--- src/logic/flash_fe_pkg.sv ---
// Purpose: shared constants and types for the serial flash front end
// Assumes: ref_clk at 40 MHz, serial clock sampled as a plain input
// Notes:   every number used by more than one file lives here
package flash_fe_pkg;

  // ----------------------------------------------------------------
  // clocking and timing
  // ----------------------------------------------------------------
  localparam int CLK_PERIOD_PS = 25000;
  // self-timed program/erase duration, a plain default
  localparam int PROG_TIME_NS = 1000000;
  localparam int PROG_CYCLES = (PROG_TIME_NS * 1000) / CLK_PERIOD_PS;

  // ----------------------------------------------------------------
  // serial framing
  // ----------------------------------------------------------------
  localparam int BYTE_W = 8;
  localparam int BIT_CNT_W = 3;
  localparam logic [2:0] LAST_BIT = 3'h7;
  localparam logic [7:0] FILL_BYTE = 8'hff;
  // pin order {select_n, sclk, sdi}; idle has select high
  localparam logic [2:0] PIN_IDLE = 3'h4;
  localparam int PIN_SEL = 2;
  localparam int PIN_CLK = 1;
  localparam int PIN_DAT = 0;

  // ----------------------------------------------------------------
  // memory organisation
  // ----------------------------------------------------------------
  localparam int PAGE_BYTES_STD = 256;
  localparam int PAGE_BYTES_ALT = 264;
  localparam int PAGE_COUNT = 1024;
  localparam int BUF_ADDR_W = 9;
  localparam int PAGE_ADDR_W = 10;

  // ----------------------------------------------------------------
  // link states
  // ----------------------------------------------------------------
  typedef enum logic [1:0]
  {
    ST_STANDBY = 2'b00,
    ST_SELECTED = 2'b01,
    ST_FINISHING = 2'b10
  } link_state_t;

endpackage

--- src/logic/byte_stream_if.sv ---
// Purpose: byte stream with valid/ready between internal modules
// Assumes: both ends on ref_clk
// Notes:   data and valid held until ready is seen
`timescale 1ns/1ps
`default_nettype none
interface byte_stream_if;
  logic [7:0] data;
  logic valid;
  logic ready;
  modport src (output data, output valid, input ready);
  modport snk (input data, input valid, output ready);
endinterface
`default_nettype wire

--- src/logic/byte_skid_buffer.sv ---
// Purpose: two-entry buffer in the received data path
// Assumes: synchronous active-high reset on ref_clk
// Notes:   outputs and ready all come from flip-flops
`timescale 1ns/1ps
`default_nettype none
module byte_skid_buffer
(
  // clock and reset
  input wire logic ref_clk,
  input wire logic rst,
  // filling side
  byte_stream_if.snk in_s,
  // draining side
  byte_stream_if.src out_s
);

  logic [7:0] out_data;
  logic out_valid;
  logic [7:0] spare_data;
  logic spare_valid;
  logic in_fire;
  logic out_free;

  // ----------------------------------------------------------------
  // handshake decode
  // ----------------------------------------------------------------
  // ready drops only when both entries hold data
  assign in_s.ready = ~spare_valid;
  assign in_fire = in_s.valid & ~spare_valid;
  assign out_free = ~out_valid | out_s.ready;
  assign out_s.data = out_data;
  assign out_s.valid = out_valid;

  // output stage takes the spare first so order is kept
  always_ff @(posedge ref_clk)
  begin
    if (rst)
    begin
      out_valid <= 1'b0;
      out_data <= 8'h00;
    end
    else if (out_free)
    begin
      out_valid <= spare_valid | in_fire;
      out_data <= spare_valid ? spare_data : in_s.data;
    end
  end

  // spare entry catches a byte while the drain stalls
  always_ff @(posedge ref_clk)
  begin
    if (rst)
    begin
      spare_valid <= 1'b0;
      spare_data <= 8'h00;
    end
    else if (out_free)
      spare_valid <= 1'b0;
    else if (in_fire)
    begin
      spare_valid <= 1'b1;
      spare_data <= in_s.data;
    end
  end

endmodule
`default_nettype wire

--- src/logic/serial_flash_spi_front_end.sv ---
// Purpose: serial interface front end of a page-organised serial flash
// Assumes: ref_clk far faster than the serial clock; pins asynchronous
// Notes:   serial clock is oversampled, never used as a clock
`timescale 1ns/1ps
`default_nettype none
// Function
// - raising select deselects the part, floats the output and enters standby unless a timed operation is running.
// - input bits are ignored while the part is not selected.
// - operations start on a select fall and end on a select rise.
// - a select rise during a timed operation delays standby until it ends.
// - input bits are sampled on each rising serial clock edge.
// - output bits change on each falling serial clock edge.
// - the serial clock may idle low or high (modes 0 and 3).
// - a page holds 256 bytes, or 264 when the alternate size is chosen.
// - the main array has 1024 pages of the configured size.
// - one data buffer exists whose size follows the page size.
// - program and erase are timed internally, needing no serial clock.
// - all bytes move most significant bit first both ways.
module serial_flash_spi_front_end
#(
  parameter int PROG_CYCLES = flash_fe_pkg::PROG_CYCLES
)
(
  // clock and reset
  input wire logic ref_clk,
  input wire logic rst,
  // serial pins
  input wire logic cs_n,
  input wire logic sck,
  input wire logic si,
  output logic so,
  output logic so_oe,
  // link status
  output logic standby,
  output logic overrun,
  // received bytes
  output logic [7:0] rx_data,
  output logic rx_valid,
  input wire logic rx_ready,
  // bytes to send
  input wire logic [7:0] tx_data,
  input wire logic tx_valid,
  output logic tx_ready,
  // self-timed operation
  input wire logic op_start,
  input wire logic [flash_fe_pkg::PAGE_ADDR_W-1:0] op_page,
  output logic busy,
  output logic op_done,
  output logic [flash_fe_pkg::PAGE_ADDR_W-1:0] active_page,
  // data buffer access
  input wire logic page_264,
  input wire logic buf_we,
  input wire logic [flash_fe_pkg::BUF_ADDR_W-1:0] buf_addr,
  input wire logic [7:0] buf_wdata,
  output logic [7:0] buf_rdata
);

  localparam int TIMER_W = $clog2(PROG_CYCLES + 1);

  // ----------------------------------------------------------------
  // pin synchronisers
  // ----------------------------------------------------------------
  logic [2:0] pin_in;
  logic [2:0] sync1;
  logic [2:0] sync2;
  logic [2:0] sync3;
  logic [2:0] pin_f;
  logic [2:0] pin_q;

  assign pin_in = {cs_n, sck, si};

  // three stages; a level counts once stages two and three agree
  genvar g;
  generate
    for (g = 0; g < 3; g++)
    begin : g_sync
      always_ff @(posedge ref_clk)
      begin
        if (rst)
        begin
          sync1[g] <= flash_fe_pkg::PIN_IDLE[g];
          sync2[g] <= flash_fe_pkg::PIN_IDLE[g];
          sync3[g] <= flash_fe_pkg::PIN_IDLE[g];
          pin_f[g] <= flash_fe_pkg::PIN_IDLE[g];
          pin_q[g] <= flash_fe_pkg::PIN_IDLE[g];
        end
        else
        begin
          sync1[g] <= pin_in[g];
          sync2[g] <= sync1[g];
          sync3[g] <= sync2[g];
          if (sync2[g] == sync3[g])
            pin_f[g] <= sync3[g];
          pin_q[g] <= pin_f[g];
        end
      end
    end
  endgenerate

  // ----------------------------------------------------------------
  // edge decode
  // ----------------------------------------------------------------
  // edges found on the filtered copy, so the clock may idle either way
  wire cs_fall = pin_q[flash_fe_pkg::PIN_SEL] & ~pin_f[flash_fe_pkg::PIN_SEL];
  wire cs_rise = ~pin_q[flash_fe_pkg::PIN_SEL] & pin_f[flash_fe_pkg::PIN_SEL];
  wire sck_rise = ~pin_q[flash_fe_pkg::PIN_CLK] & pin_f[flash_fe_pkg::PIN_CLK];
  wire sck_fall = pin_q[flash_fe_pkg::PIN_CLK] & ~pin_f[flash_fe_pkg::PIN_CLK];
  wire si_bit = pin_f[flash_fe_pkg::PIN_DAT];

  // ----------------------------------------------------------------
  // link state machine
  // ----------------------------------------------------------------
  flash_fe_pkg::link_state_t state;
  flash_fe_pkg::link_state_t next_state;
  logic selected;

  // a select fall during finishing re-selects, e.g. for status polling
  always_comb
  begin
    next_state = state;
    case (state)
      flash_fe_pkg::ST_STANDBY:
        if (cs_fall)
          next_state = flash_fe_pkg::ST_SELECTED;
      flash_fe_pkg::ST_SELECTED:
        if (cs_rise)
          next_state = busy ? flash_fe_pkg::ST_FINISHING
                            : flash_fe_pkg::ST_STANDBY;
      flash_fe_pkg::ST_FINISHING:
        if (cs_fall)
          next_state = flash_fe_pkg::ST_SELECTED;
        else if (!busy)
          next_state = flash_fe_pkg::ST_STANDBY;
      default:
        next_state = flash_fe_pkg::ST_STANDBY;
    endcase
  end

  assign selected = (state == flash_fe_pkg::ST_SELECTED);

  // standby and output enable follow the next state, both registered
  always_ff @(posedge ref_clk)
  begin
    if (rst)
    begin
      state <= flash_fe_pkg::ST_STANDBY;
      standby <= 1'b1;
      so_oe <= 1'b0;
    end
    else
    begin
      state <= next_state;
      standby <= (next_state == flash_fe_pkg::ST_STANDBY);
      so_oe <= (next_state == flash_fe_pkg::ST_SELECTED);
    end
  end

  // ----------------------------------------------------------------
  // receive shifter
  // ----------------------------------------------------------------
  logic [flash_fe_pkg::BIT_CNT_W-1:0] bit_cnt;
  logic [6:0] in_shift;
  logic first_done;
  byte_stream_if rx_in ();
  byte_stream_if rx_out ();

  // sampling gated by selection so deselected traffic is dropped
  wire take_bit = selected & sck_rise;
  wire byte_end = take_bit & (bit_cnt == flash_fe_pkg::LAST_BIT);
  wire [7:0] rx_byte = {in_shift, si_bit};

  always_ff @(posedge ref_clk)
  begin
    if (rst || cs_fall)
    begin
      bit_cnt <= '0;
      in_shift <= 7'h00;
    end
    else if (take_bit)
    begin
      bit_cnt <= bit_cnt + 3'h1;
      in_shift <= rx_byte[6:0];
    end
  end

  // first completed byte is the opcode; later bytes may be answered
  always_ff @(posedge ref_clk)
  begin
    if (rst || cs_fall)
      first_done <= 1'b0;
    else if (byte_end)
      first_done <= 1'b1;
  end

  // a full buffer drops the byte and flags it until the next select
  always_ff @(posedge ref_clk)
  begin
    if (rst)
    begin
      rx_in.valid <= 1'b0;
      rx_in.data <= 8'h00;
      overrun <= 1'b0;
    end
    else
    begin
      rx_in.valid <= byte_end & rx_in.ready;
      if (byte_end)
        rx_in.data <= rx_byte;
      if (byte_end && !rx_in.ready)
        overrun <= 1'b1;
      else if (cs_fall)
        overrun <= 1'b0;
    end
  end

  byte_skid_buffer rx_buf
  (
    .ref_clk (ref_clk),
    .rst (rst),
    .in_s (rx_in),
    .out_s (rx_out)
  );

  assign rx_out.ready = rx_ready;
  assign rx_data = rx_out.data;
  assign rx_valid = rx_out.valid;

  // ----------------------------------------------------------------
  // transmit shifter
  // ----------------------------------------------------------------
  logic [7:0] tx_hold;
  logic tx_full;
  logic [6:0] out_shift;

  // a new byte is loaded at the falling edge that starts it
  wire drive_bit = selected & sck_fall;
  wire load_byte = drive_bit & (bit_cnt == '0);
  wire take_tx = load_byte & first_done & tx_full;
  wire accept_tx = tx_valid & tx_ready;
  wire next_full = (tx_full & ~take_tx) | accept_tx;
  wire [7:0] load_val = take_tx ? tx_hold : flash_fe_pkg::FILL_BYTE;

  always_ff @(posedge ref_clk)
  begin
    if (rst)
    begin
      tx_full <= 1'b0;
      tx_ready <= 1'b1;
      tx_hold <= 8'h00;
    end
    else
    begin
      tx_full <= next_full;
      tx_ready <= ~next_full;
      if (accept_tx)
        tx_hold <= tx_data;
    end
  end

  // msb first; a select fall refills so mode 0 opcodes read as fill
  always_ff @(posedge ref_clk)
  begin
    if (rst || cs_fall)
    begin
      so <= 1'b1;
      out_shift <= flash_fe_pkg::FILL_BYTE[6:0];
    end
    else if (load_byte)
    begin
      so <= load_val[7];
      out_shift <= load_val[6:0];
    end
    else if (drive_bit)
    begin
      so <= out_shift[6];
      out_shift <= {out_shift[5:0], flash_fe_pkg::FILL_BYTE[0]};
    end
  end

  // ----------------------------------------------------------------
  // self-timed program and erase
  // ----------------------------------------------------------------
  logic [TIMER_W-1:0] op_timer;

  // counts on ref_clk alone; the host may stop the serial clock
  always_ff @(posedge ref_clk)
  begin
    if (rst)
    begin
      busy <= 1'b0;
      op_done <= 1'b0;
      op_timer <= '0;
      active_page <= '0;
    end
    else
    begin
      op_done <= 1'b0;
      if (op_start && !busy)
      begin
        busy <= 1'b1;
        op_timer <= TIMER_W'(PROG_CYCLES - 1);
        active_page <= op_page;
      end
      else if (busy && op_timer == '0)
      begin
        busy <= 1'b0;
        op_done <= 1'b1;
      end
      else if (busy)
        op_timer <= op_timer - 1'b1;
    end
  end

  // ----------------------------------------------------------------
  // page data buffer
  // ----------------------------------------------------------------
  logic [7:0] page_mem [0:flash_fe_pkg::PAGE_BYTES_ALT-1];
  logic [flash_fe_pkg::BUF_ADDR_W-1:0] page_limit;
  logic [flash_fe_pkg::BUF_ADDR_W-1:0] buf_idx;

  // addresses past the page end wrap, so the buffer tracks page size
  assign page_limit = page_264
    ? flash_fe_pkg::BUF_ADDR_W'(flash_fe_pkg::PAGE_BYTES_ALT)
    : flash_fe_pkg::BUF_ADDR_W'(flash_fe_pkg::PAGE_BYTES_STD);
  assign buf_idx = (buf_addr >= page_limit) ? buf_addr - page_limit
                                            : buf_addr;

  // single port; read returns the old byte on a write cycle
  always_ff @(posedge ref_clk)
  begin
    if (buf_we)
      page_mem[buf_idx] <= buf_wdata;
    buf_rdata <= page_mem[buf_idx];
  end

endmodule
`default_nettype wire

--- config.mk ---
export PLATFORM = sky130hd
export DESIGN_NAME = serial_flash_spi_front_end
export DESIGN_NICKNAME = d
export VERILOG_FILES = /design/src/logic/flash_fe_pkg.sv /design/src/logic/byte_stream_if.sv /design/src/logic/byte_skid_buffer.sv /design/src/logic/serial_flash_spi_front_end.sv
export SDC_FILE = /design/constraint.sdc
export NUM_CORES = 2
export LEC_CHECK = 0
export BUFFER_PORTS_ARGS = -buffer_cell sky130_fd_sc_hd__clkbuf_2
export CORE_UTILIZATION = 44
export DETAILED_ROUTE_END_ITERATION = 10
export GPL_TIMING_DRIVEN = 1
export PLACE_DENSITY = 0.64
export SYNTH_ARGS = -nofsm -noshare
export SYNTH_HDL_FRONTEND = slang
export SYNTH_SLANG_ARGS = --single-unit
--- constraint.sdc ---
create_clock -name ref_clk -period 4.38 [get_ports ref_clk]
set_clock_uncertainty 0.1 [all_clocks]
set_input_delay 0.657 -clock ref_clk [delete_from_list [all_inputs] [get_ports ref_clk]]
set_output_delay 0.657 -clock ref_clk [all_outputs]
set_load 0.02 [all_outputs]
-- Word level (Yosys, flattened, before mapping)
Memories as Yosys holds them, arrays and structs flattened. A register that Yosys moved wholly into a read port is not among the register bits.
Cells that the tools add are included.
- flip-flop bits (word level): 103
- RAM bits: 2112
- input bits: 45
- output and inout bits: 34
- memories: 1
- add/sub/neg operators: 3
- magnitude comparators: 1
- equal/unequal tests: 8
- muxes and demuxes: 24
- bitwise gates (word level): 27
- reduce and logical (&&, ||, !) cells: 18
- memory list (name ; words ; bits a word ; read ports ; clocked after memory_dff ; write ports ; RTL line ; RTL):
    page_mem ; 264 ; 8 ; 1 ; 1 ; 1 ; serial_flash_spi_front_end.sv:317 ; logic [7:0] page_mem [0:flash_fe_pkg::PAGE_BYTES_ALT-1];
- operators with widths (kind ; count):
    16-bit two-way mux ; 3
    16-bit zero test ; 1
    8-bit two-way mux ; 2
    16-bit by 1-bit subtractor with 16-bit output, second input constant ; 1
    1-bit AND ; 14
    7-bit two-way mux ; 2
    2-bit two-way mux ; 5
    1-bit NOT ; 10
    9-bit greater-or-equal comparator ; 1
    1-bit two-way mux ; 9
    9-bit two-way mux ; 1
    9-bit subtractor ; 1
    2-bit nonzero test ; 4
    2-bit one-hot mux with 3 select lines ; 1
    2-bit AND reduction ; 3
    2-bit by 1-bit == test with 1-bit output, second input constant ; 2
    2-bit zero test ; 2
    4-bit two-way mux ; 1
    2-bit OR reduction ; 2
    3-bit by 1-bit adder with 3-bit output, second input constant ; 1
    1-bit == test ; 3
    3-bit == test, second input constant ; 1
    1-bit logical AND ; 3
    3-bit zero test ; 1
    other kinds (5) ; 7

-- Depth between registers and ports, before layout
- depth in word-level cells: 10
- depth in mapped cells: 17
- depth with buffers taken out: 11

-- Cells and area by module
A second synthesis with hierarchy kept.
- cell total of the unflattened synthesis: 4228
- area total of the unflattened synthesis: 86200.2 sq um
- by module, submodules not included (module ; times used ; cells an instance ; area an instance (sq um) ; seq. area each (sq um)):
    serial_flash_spi_front_end ; 1 ; 4150 ; 85363.1 ; 65282.6
    byte_skid_buffer ; 1 ; 78 ; 837.1 ; 360.3

-- Worst setup path before layout
No wires, ideal clock.
- path type: input to register
- start point: in buf_addr[3] (netlist name)
- end point: mem page_mem[157][0], enable pin
- library setup time: 370 ps
- arrival: 3583 ps
- data required time: 3910 ps
- setup slack: 327 ps
- stages on the path: 15
- buffers on the path: 6
- cells stage by stage: inv_1 -> ha_1 -> ha_1 -> buf_4 -> nor4b_4 -> o22ai_1 -> a21o_1 -> buf_6 -> buf_4 -> buf_4 -> buf_2 -> nor3b_1 -> nand3_1 -> buf_2 -> nor2_1
- word-level cells in the longest chain between the ends: 2
- elaborated cells on any way between the ends: 3
- those cells by class: 1 x add/sub; 1 x order compare; 1 x mux
- RTL lines (what ; RTL line ; RTL):
    start, declared ; serial_flash_spi_front_end.sv:53 ; input wire logic [flash_fe_pkg::BUF_ADDR_W-1:0] buf_addr,
    9-bit subtractor / 9-bit greater-or-equal comparator (equally long branches) ; serial_flash_spi_front_end.sv:325 ; assign buf_idx = (buf_addr >= page_limit) ? buf_addr - page_limit
    9-bit two-way mux * ; serial_flash_spi_front_end.sv:325 ;
    end, declared ; serial_flash_spi_front_end.sv:317 ;
Every way passes the cells marked *; elsewhere a longest branch is shown, timed or not.

-- Worst setup path after layout
- start point: in buf_addr[3] (netlist name)
- end point: reg buf_rdata[0], read port of page_mem
- word-level cells in the longest chain between the ends: 2
- elaborated cells on any way between the ends: 3
- those cells by class: 1 x add/sub; 1 x order compare; 1 x mux
- RTL lines (what ; RTL line ; RTL):
    9-bit subtractor / 9-bit greater-or-equal comparator (equally long branches) ; serial_flash_spi_front_end.sv:325 ;
    9-bit two-way mux * ; serial_flash_spi_front_end.sv:325 ;
    end, declared ; serial_flash_spi_front_end.sv:55 ; output logic [7:0] buf_rdata
Marks and branches as above.
A chain may end at the register's enable or synchronous reset.

==> summary.txt <==
STA
  • Fmax: 263.0 MHz
  • RSZ-0062 raised after global routing: false
  • Final worst path period share: 0.8682
  • Max Slew Vio Count: 0
  • Setup TNS: 0 ns
  • Worst-margin pin slew: 1.290 ns
  • Endpoints failing setup: 0
  • Final hold slack: 0.06200 ns
  • Normalized max-slew margin: 0.1400
  • Final min period: 3.803 ns
  • Final hold vios: 0

Placed design
  • PortBufs: 78
  • HPWL after DPL: 134,000 um
  • Dpl cell area: 0.09274 mm2
  • Placer congestion estimate: 0.8719

Worst setup path
  • Critical path data required time: 4.98 ns
  • Critical path's top delay family: compound AO/OA/AOI/OAI gates
  • R2r setup slk: 1.44 ns
  • RR Endpoint: buf_rdata[7]
  • CP Depth: 15
  • Crit path max fanout: 21
  • Buf/Inv on CP: 5
  • Arr. time, crit path: 4.40 ns
  • Crit-path cells: clkbuf_2 > inv_1 > ha_1 > ha_1 > nor4b_4 > o21a_1 > a21o_4 > buf_12 > buf_12 > buf_4 > mux2i_1 > o211a_1 > o221ai_1 > nor4_1 > o2111ai_1
  • CP max-delay cell: nor4_1
  • Critical register-to-register path startpoint: page_mem[147][7]
  • R2r worst-path depth: 6
  • Max incr delay on CP: 0.54 ns
  • CP Class: input pin to flop
  • Critical path launch point type: input pin
  • Crit. End Element: flop

Global route
  • Grt ovf: 0
  • Tot GR Track Use: 0.2180
  • Routing usage on met1: 0.3125
  • GR Util met3: 0.03552
  • Largest net degree at the start of global routing: 188
  • Antenna violations before repair: 4
  • Met2 GRT Util: 0.3390
  • Vias in the first global route: 44,010
  • Layer with the highest usage: met2
  • First-pass GRT wire length: 312,400 um

CTS
  • TritonCTS clock tree: built
  • Postcts setup bufs: 0
  • Clock buffer depth: 3
  • Clock Root Buffer: clkbuf_16
  • Clock-pin slew on the worst setup and hold paths: 0.06 ns
  • Num CTS Buffers: 215
  • CTS H-tree depth: 4
  • Worst-skew pair later-pin latency: 0.87 ns
  • Clock Sink Count: 2,223

Die
  • Chip Width: 444.8 um
  • Starting Density: 0.4428
  • Row cnt: 162
  • I/O pin count: 79
  • Full die area: 0.1978 mm2
  • Die Ht: 444.8 um
  • Core area: 0.1948 mm2

Logic synthesis
  • Avg Cell Area, Syn: 20.12 um2
  • Sequential area share after synthesis: 0.7611
  • Async S/R FF share, synth: 0
  • Number of synthesized flops with an enable pin: 2,112
  • Synthesis Warnings: 0
  • Post-Synthesis Net Count: 4,339
  • Seq cells post-synth: 2,223
  • Netlist cell types: 67
  • Post-Syn Area: 0.08625 mm2
  • Cell count after synthesis: 4,287
  • Top_reg_cell synth: edfxtp_1

Min path
  • Tightest Hold Check Type: input pin to flop
  • Hold EP: tx_hold[4]
  • Worst Hold Depth: 3
  • Hold path start: tx_valid

Pwr
  • PwrDens: 441.7 mW/mm2
  • Net switching power: 0.009704 W
  • Sequential share of power: 0.531
  • Peak VDD IR: 410.4 uV
  • Clk pwr share: 0.409
  • Gate power share: 0.060
  • P_int: 0.03440 W
  • Sw Ratio: 0.2200
  • Lkg Pwr: 31.92 nW

Route
  • Final WL: 216,000 um
  • Vias: 44,370
  • Initial drt markers: 5,611
  • Routed Antenna Nets: 0
  • Remaining DRCs: 0
  • Avg WL per Cell: 28.49 um
  • DR vias/cell: 5.852
  • First-pass detailed-route iteration total: 5

Status
  • Status: complete, no violations

Final layout
  • Share of cells above drive strength 1: 0.2832
  • Util after Layout: 0.5125
  • Area grow syn2layout: 15.75%
  • # nets final: 4,832
  • Fin area: 0.09984 mm2

Job
  • Max Cap Viol: 0
state kept, by name, indices dropped and copies added (netlist names), 2 cells and up:
| register | count |
|---|---|
| op_timer | 16 |
| rx_in.data | 8 |
| pin_f | 2 |
| in_shift | 7 |
| out_shift | 7 |
| buf_rdata | 8 |
| rx_buf.spare_data | 8 |
| bit_cnt | 3 |
| state | 2 |
| rx_buf.out_s.data | 8 |
| sync2 | 3 |
| active_page | 10 |
| sync3 | 3 |
| tx_hold | 8 |
| page_mem | 2112 |
| sync1 | 3 |
| pin_q | 2 |
layout make-up:
class                      count  area [um2]
antenna                        1       2.502
tap                         2624        3283
fill                       15240       94950
sequential                  2223       65640
clock buffer                 283        5784
inverter                      19       71.32
timing repair buffer         534        4528
multi-input combinational   1787       19430
clock inverter               111        1090
Yosys cell counts (14+ instances only):
library cell,n,share of area
nand2b_1,14,0.0010
buf_2,81,0.0047
nor3_1,15,0.00087
edfxtp_1,2112,0.74
buf_4,25,0.0022
clkbuf_1,124,0.0054
a21oi_1,133,0.0077
mux4_2,555,0.14
o21ai_0,34,0.0020
nand2_1,222,0.0097
buf_1,21,0.00091
dfxtp_1,111,0.026
nand3_1,131,0.0076
nor2b_1,14,0.0010
o22ai_1,37,0.0027
inv_1,19,0.00083
nor2_1,316,0.014
mux2i_1,130,0.015
o211ai_1,31,0.0027
kinds of logic after synthesis:
logic type	Yosys count	synth area share
mux	686	0.1601
fa+ha+maj	7	0.001015
xor+xnor	9	0.0009140
compound gates	311	0.02260
simple gates	774	0.03934
flops	2223	0.7611
buf+inv	277	0.01493
routing by layer:
metal / vias up / wire length (um)
met5: - / 14
met4: 2 / 7808
met3: 375 / 17120
met2: 2049 / 102600
met1: 23420 / 88490
li1: 18520 / -
layout by cell type (no fill, tap or decap), types with 7 or more instances in the layout:
| cell type | instances |
|---|---|
| clkinv_2 | 35 |
| mux4_2 | 555 |
| ha_1 | 7 |
| a211oi_1 | 13 |
| nand3_1 | 127 |
| nor4_1 | 13 |
| a22oi_1 | 8 |
| nor3_1 | 15 |
| buf_12 | 44 |
| mux2i_1 | 129 |
| clkinv_1 | 41 |
| dlygate4sd3_1 | 22 |
| o22ai_1 | 37 |
| inv_1 | 19 |
| nand2_1 | 210 |
| bufinv_16 | 13 |
| buf_8 | 10 |
| nand2b_1 | 14 |
| dfxtp_1 | 111 |
| nor2b_1 | 14 |
| o211ai_1 | 31 |
| o21ai_0 | 34 |
| buf_4 | 390 |
| edfxtp_1 | 2112 |
| a21oi_1 | 132 |
| nor3b_1 | 8 |
| clkbuf_2 | 72 |
| nand2_2 | 12 |
| clkbuf_8 | 11 |
| nor2_1 | 316 |
| clkbuf_1 | 51 |
| clkbuf_16 | 217 |
power by group through the flow:
stage / Clock [W] / Combinational, W / Sequential, W
finish: 0.0180 / 0.00264 / 0.0234
CTS: 0.0183 / 0.00265 / 0.0234
global route: 0.0191 / 0.00277 / 0.0234
detailed placement: 0 / 0.00263 / 0.0239
global placement: 0 / 0.00260 / 0.0239
floorplan: 0 / 0.00135 / 0.0239
metrics by stage:
step / cells / setup WS [ns] / power [W]
after floorplan: 4287 / 0.3268 / 0.02520
after global placement: 7165 / -0.1250 / 0.02646
after detailed placement: 7165 / -0.3052 / 0.02650
after CTS: 7581 / 0.6157 / 0.04440
after global routing: 7582 / 0.4867 / 0.04526
final: 7582 / 0.5772 / 0.04410
worst min-delay path, stage by stage:
cell,delay (ns)
clkbuf_2,0.15
nand3_1,0.10
a21oi_1,0.05
worst max path at each step:
stage / slack [ns] / from / endpoint
floorplan: 0.33 / buf_addr[3] / page_mem[157][0]
global placement: -0.13 / buf_addr[3] / buf_rdata[0]
detailed placement: -0.31 / buf_addr[3] / buf_rdata[0]
CTS: 0.62 / buf_addr[3] / buf_rdata[0]
global route: 0.49 / buf_addr[3] / buf_rdata[0]
finish: 0.58 / buf_addr[3] / buf_rdata[0]
repair_timing:
item                                   4_1_cts  5_1_grt
gates resized for setup                      0        0
endpoints found under the hold margin       28        0
hold buffers                                22        0
No activity file was read; power rests on OpenSTA's default activity.
